[config.mk]
export PLATFORM = sky130hd
export DESIGN_NAME = src_reset_ctrl
export DESIGN_NICKNAME = d
export VERILOG_FILES = /design/src/src_pkg.sv /design/src/src_reset_ctrl.sv
export SDC_FILE = /design/constraint.sdc
export NUM_CORES = 1
export LEC_CHECK = 0
export ABC_CLOCK_PERIOD_IN_PS = 3200
export BUFFER_PORTS_ARGS = -buffer_cell sky130_fd_sc_hd__buf_4
export CAP_MARGIN = 20
export CORE_MARGIN = 3
export CORE_UTILIZATION = 55
export DETAILED_ROUTE_END_ITERATION = 6
export GPL_ROUTABILITY_DRIVEN = 0
export PLACE_DENSITY = 0.93
export RECOVER_POWER = 25
export REMOVE_ABC_BUFFERS = 1
export SLEW_MARGIN = 15
export SYNTH_ARGS = -nofsm -noshare
export SYNTH_HDL_FRONTEND = slang
export SYNTH_SLANG_ARGS = --single-unit
[constraint.sdc]
create_clock -name clk_sys -period 3.2 [get_ports clk_sys]
set_clock_uncertainty 0.1 [all_clocks]
set_input_delay 0.64 -clock clk_sys [delete_from_list [all_inputs] [get_ports clk_sys]]
set_output_delay 0.64 -clock clk_sys [all_outputs]
set_load 0.01 [all_outputs]
[src/src_pkg.sv]
// Package of constants and carrier types for the system reset controller.
// Overview of operation
// - Four sources combine into one system reset.
// - All sources equal; restart from vector 0000H.
// - Pins high impedance during reset and stabilization.
// - Low external pin resets; high releases it.
// - Watchdog reset releases itself automatically.
// - Supply detector resets release above threshold.
// - Oscillators stop and external clock ignored.
// - Stop-mode state held during reset input.
package src_pkg;

  // Clock period in picoseconds (125 MHz).
  localparam int unsigned CLK_PERIOD_PS = 8000;
  // Least external reset pulse width, in microseconds.
  localparam int unsigned EXT_PULSE_MIN_US = 10;
  // Cycles that cover the least pulse, rounded up.
  localparam int unsigned EXT_PULSE_CYC =
    (EXT_PULSE_MIN_US * 1000000 + CLK_PERIOD_PS - 1) / CLK_PERIOD_PS;
  // Reset processing interval in clock cycles.
  localparam int unsigned PROC_CYC = 64;
  // Oscillation stabilization interval in clock cycles.
  localparam int unsigned STAB_CYC = 256;
  // Reset vector low and high byte addresses.
  localparam logic [15:0] VEC_LO_ADDR = 16'h0000;
  localparam logic [15:0] VEC_HI_ADDR = 16'h0001;
  // Option bit codes for power-on-clear detect level.
  localparam logic DETECT_LEVEL_1V59 = 1'h0;
  localparam logic DETECT_LEVEL_2V7 = 1'h1;

  // Sequencer states.
  typedef enum logic [1:0] {
    SRC_RESET,
    SRC_PROCESS,
    SRC_STABILIZE,
    SRC_RUN
  } src_state_t;

  // Raw reset requests, each active high.
  typedef struct packed {
    logic ext_pin;
    logic watchdog;
    logic power_on_clear;
    logic low_supply;
  } src_sources_t;

  // Control outputs toward the rest of the chip.
  typedef struct packed {
    logic sys_rst_n;
    logic pins_hiz;
    logic osc_stop;
    logic ext_clk_ignore;
    logic stop_hold;
  } src_ctrl_t;

endpackage

[src/src_reset_ctrl.sv]
// System reset controller: combines sources and sequences release.
module src_reset_ctrl #(
  parameter int unsigned PROC_CYCLES = src_pkg::PROC_CYC,
  parameter int unsigned STAB_CYCLES = src_pkg::STAB_CYC
) (
  // Clock and reset.
  input wire logic clk_sys,
  input wire logic rst_n,
  // Reset sources.
  input wire logic ext_reset_n,
  input wire logic watchdog_overflow,
  input wire logic power_on_clear_detector,
  input wire logic low_supply_detector,
  // Option byte and power-mode status.
  input wire logic detect_level_option,
  input wire logic stop_mode_active,
  // Control outputs.
  output src_pkg::src_ctrl_t ctrl,
  output logic poc_mode_2v7,
  output logic [15:0] fetch_vector_addr,
  output src_pkg::src_sources_t reset_cause
);

  ////////////////////////////////////////////////////////////////////////////
  // Parameter checks.

  // Counters are 16 bits wide, so longer intervals cannot be served.
  // A zero count would skip a phase and break the release order.
  if (PROC_CYCLES == 0 || PROC_CYCLES > 32'h0000FFFF) begin : g_bad_proc
    $error("PROC_CYCLES out of range");
  end
  if (STAB_CYCLES == 0 || STAB_CYCLES > 32'h0000FFFF) begin : g_bad_stab
    $error("STAB_CYCLES out of range");
  end

  // Last count value of each timed phase.
  localparam logic [15:0] PROC_LAST = 16'(PROC_CYCLES - 1);
  localparam logic [15:0] STAB_LAST = 16'(STAB_CYCLES - 1);

  ////////////////////////////////////////////////////////////////////////////
  // Source combination.

  // All four sources form one request; no source is treated differently.
  src_pkg::src_sources_t srcs; // Current raw requests.
  logic any_src; // Any source asserted.

  // Detector levels are high while supply is low and fall once it is good.
  // Inputs are taken as synchronous, so no synchroniser sits here.
  always_comb begin
    srcs.ext_pin = ~ext_reset_n;
    srcs.watchdog = watchdog_overflow;
    srcs.power_on_clear = power_on_clear_detector;
    srcs.low_supply = low_supply_detector;
    any_src = |srcs;
  end

  ////////////////////////////////////////////////////////////////////////////
  // Sequencer state.

  src_pkg::src_state_t state; // Present phase.
  src_pkg::src_state_t next_state; // Phase for the next cycle.
  logic [15:0] count; // Cycles spent in present timed phase.
  logic [15:0] next_count; // Count for the next cycle.
  src_pkg::src_sources_t cause; // Sticky cause of last reset.
  src_pkg::src_sources_t next_cause; // Cause record for the next cycle.
  src_pkg::src_ctrl_t next_ctrl; // Control outputs for the next cycle.
  logic next_poc_mode; // Option mode for the next cycle.

  // Next-state logic: any request restarts the whole sequence at once.
  always_comb begin
    next_state = state;
    next_count = count + 16'h0001;
    next_cause = cause | srcs;
    unique case (state)
      src_pkg::SRC_RESET: begin
        // Hold while asserted; release is taken synchronously.
        next_count = 16'h0000;
        if (!any_src) begin
          next_state = src_pkg::SRC_PROCESS;
        end
      end
      src_pkg::SRC_PROCESS: begin
        // Fixed reset processing interval.
        if (count == PROC_LAST) begin
          next_state = src_pkg::SRC_STABILIZE;
          next_count = 16'h0000;
        end
      end
      src_pkg::SRC_STABILIZE: begin
        // Pins stay floated until the oscillator has settled.
        if (count == STAB_LAST) begin
          next_state = src_pkg::SRC_RUN;
          next_count = 16'h0000;
        end
      end
      src_pkg::SRC_RUN: begin
        // Run clears the record only on a new reset entry.
        next_count = 16'h0000;
      end
    endcase
    // A request wins over every phase, so no source is ever missed.
    if (any_src) begin
      if (state == src_pkg::SRC_RUN) begin
        next_cause = srcs; // New event replaces the old record.
      end
      next_state = src_pkg::SRC_RESET;
      next_count = 16'h0000;
    end
    // Outputs follow the next state so they come straight from flops.
    next_ctrl.sys_rst_n = (next_state == src_pkg::SRC_RUN) ||
      (next_state == src_pkg::SRC_STABILIZE);
    next_ctrl.pins_hiz = (next_state != src_pkg::SRC_RUN);
    next_ctrl.osc_stop = (next_state == src_pkg::SRC_RESET);
    next_ctrl.ext_clk_ignore = (next_state == src_pkg::SRC_RESET);
    // Stop mode contents are frozen only while the sequencer stays in the reset phase.
    next_ctrl.stop_hold = (next_state == src_pkg::SRC_RESET) &&
      (stop_mode_active || ctrl.stop_hold);
    // Option level sampled while the core is still held.
    next_poc_mode = (state == src_pkg::SRC_RESET) ?
      (detect_level_option == src_pkg::DETECT_LEVEL_2V7) :
      poc_mode_2v7;
  end

  // Registers; synchronous reset puts the block into the held phase.
  always_ff @(posedge clk_sys) begin
    if (!rst_n) begin
      // Held phase: core in reset, pins floated, oscillators off.
      state <= src_pkg::SRC_RESET;
      count <= 16'h0000;
      cause <= '0;
      ctrl <= '{sys_rst_n: 1'b0, pins_hiz: 1'b1, osc_stop: 1'b1,
        ext_clk_ignore: 1'b1, stop_hold: 1'b0};
      poc_mode_2v7 <= 1'b0;
      fetch_vector_addr <= src_pkg::VEC_LO_ADDR;
      reset_cause <= '0;
    end else begin
      state <= next_state;
      count <= next_count;
      cause <= next_cause;
      ctrl <= next_ctrl;
      poc_mode_2v7 <= next_poc_mode;
      // Every source yields the same start vector.
      fetch_vector_addr <= src_pkg::VEC_LO_ADDR;
      reset_cause <= next_cause;
    end
  end
endmodule

==> metrics.csv <==
metric,value,unit
critPathMaxFanout,16,
synth_area,0.00125,sq mm
antenna_left,0,
dp_cells,176,
layout.nets,163,
drive_gt1_frac,0.150,
core,0.00206,sq mm
p_sw,0.124,mW
leakage,0.451,nW
num_vias,941,
synth_seq_cells,27,
n_antenna_cell,0,
vias_per_cell,5.23,
dp_hpwl,1760,microns
dr.first_iter.drc_count,10,
cts_made_buffers,3,
drc,0,
fin_cells,180,
required,3.37,ns
cts_resized,0,
crit_type,in2reg,
start_util,0.609,
grt_pass1_wl,3730,microns
critical_path_arrival,2.28,ns
p_seq_frac,0.653,
rsz0062_at_grt,no,
clock_power_share,0.282,
slowest_stage,nor4b_1,
grt_usage,0.179,
slowest_delay,0.64,ns
status,"finished, final reports clean",
crit_buf_inv,1,
routed_wl,2280,microns
portBuffers,17,
intPower,0.405,mW
min_period_over_period,0.662,
tightest_slew,0.701,ns
setup_viol,0,
min_period,2.12,ns
syn_area_per_cell,9.30,sq um
endpoint_kind,flip-flop,
grt_pass1_vias,903,
cap_violations,0,
place_area,0.00133,sq mm
antenna_found_initial,0,
ir_drop,0.327,mV
hp-class,reg2reg,
htree_levels,1,
ys_warn_count,0,
combPwrFrac,0.066,
clk_latency,0.33,ns
critPathLaunchType,primary input,
firstDrtPassIters,4,
cts-root-buf,clkbuf_4,
power.share.switching,0.235,
yosys.cell_types.count,27,
clk_pin_slew,0.15,ns
power_density,393,mW/mm^2
rows,16,
cts_hold_buf,0,
die_y,53.8,microns
fmax,472,MHz
cts_buffer_depth,2,
ioPinCount,34,
cts_tree,yes,
cts_setup_buffers,0,
finalSetupTns,0,ns
ys_seq_area_frac,0.431,
design.die.area,0.00289,sq mm
final_area,0.00135,sq mm
die_w,53.8,microns
grt_max_degree,17,
crit_family,simple AND/OR/NAND/NOR gates,
gr-total-overflow,0,
fin_util,0.653,
finalHoldViolations,0,
clock-sinks,27,
path_cells,clkbuf_4 > nor4b_1 > nand2_1 > o32a_4 > nor2_1,
finalPower,0.529,mW
max-slew-margin-rel,0.526,
drv_slew,0,
wl_per_cell,12.7,microns
area_delta_synth_final,7.28,%
syn_inst,135,
## cell families after synthesis
kind of cell | synth area share
AO/OA/AOI/OAI | 0.0867
flip-flops | 0.431
buffers and inverters | 0.126
AND/OR/NAND/NOR | 0.246
adder cells (fa/ha/maj) | 0.00997
XOR/XNOR | 0.0977
other | 0.00299
## power by group through the flow
| stage | combinational [mW] | sequential [mW] | clock (mW) |
|---|---|---|---|
| global placement | 0.0352 | 0.352 | 0 |
| floorplan | 0.0150 | 0.355 | 0 |
| detailed placement | 0.0360 | 0.352 | 0 |
| finish | 0.0348 | 0.345 | 0.149 |
| CTS | 0.0359 | 0.345 | 0.153 |
| global route | 0.0383 | 0.346 | 0.165 |
## worst paths after layout
check / end / cells after the start / slack [ns] / start
max: count[8] / 5 / 1.08 / power_on_clear_detector
min: ctrl[3] / 1 / 0.36 / state[1]
max reg2reg: count[8] / 4 / 1.17 / count[9]
min reg2reg: ctrl[3] / 1 / 0.36 / state[1]
## synth_stat cells
cell type  number  area, sq um
a21boi_0        2         15.0
a21oi_1         4         20.0
a31oi_1         1         6.26
buf_4          17          128
buf_6           1         11.3
conb_1          1         3.75
dfxtp_1        27          541
ha_1            1         12.5
inv_1           5         18.8
nand2_1         5         18.8
nand3_1         5         25.0
nand4_1         8         50.1
nor2_1         22         82.6
nor2b_1         4         25.0
nor3_1          3         15.0
nor4_1          4         25.0
nor4_2          1         12.5
nor4b_2         1         15.0
o21ai_0         2         10.0
o21bai_1        1         7.51
o32a_4          1         22.5
o41ai_4         1         27.5
or3_1           1         6.26
or4_4           2         22.5
or4bb_1         1         11.3
xnor2_1        13          114
xor2_1          1         8.76
## metal layers
metal | global-route usage | vias to the layer above | routed length [microns]
li1 | - | 465 | -
met1 | 0.194 | 434 | 941
met2 | 0.323 | 32 | 1140
met3 | 0.0277 | 10 | 125
met4 | 0.111 | 0 | 77
met5 | 0 | - | 0
## sequential cells by signal, summed over array words and instances, names as in the netlist
signal,count
count,16
ctrl,4
poc_mode_2v7,1
cause,4
state,2
## metrics by stage
stage                     hold WS, ns  worst slack, ns
after floorplan                 0.292             1.30
after detailed placement        0.318            0.988
after CTS                       0.361             1.15
final                           0.358             1.08
after global routing            0.373            0.943
after global placement          0.313             1.07
## layout make-up
type | count | area, sq um
Timing Repair Buffer | 17 | 116
Clock inverter | 1 | 7.51
Tap cell | 27 | 33.8
Sequential cell | 27 | 541
Clock buffer | 3 | 22.5
Inverter | 5 | 18.8
Multi-Input combinational cell | 100 | 607
Fill cell | 183 | 716
## cells in the final DEF (no fill, tap or decap), types with 4 or more instances in the layout
master,synthesis,layout
buf_4,17,13
a21oi_1,4,4
xnor2_1,13,13
dfxtp_1,27,27
inv_1,5,5
nor2_1,22,22
clkbuf_4,0,4
nand4_1,8,8
nor4_1,4,4
nor2b_1,4,4
nand2_1,5,5
conb_1,1,16
nand3_1,5,5
No activity file was read; power rests on OpenSTA's default activity.
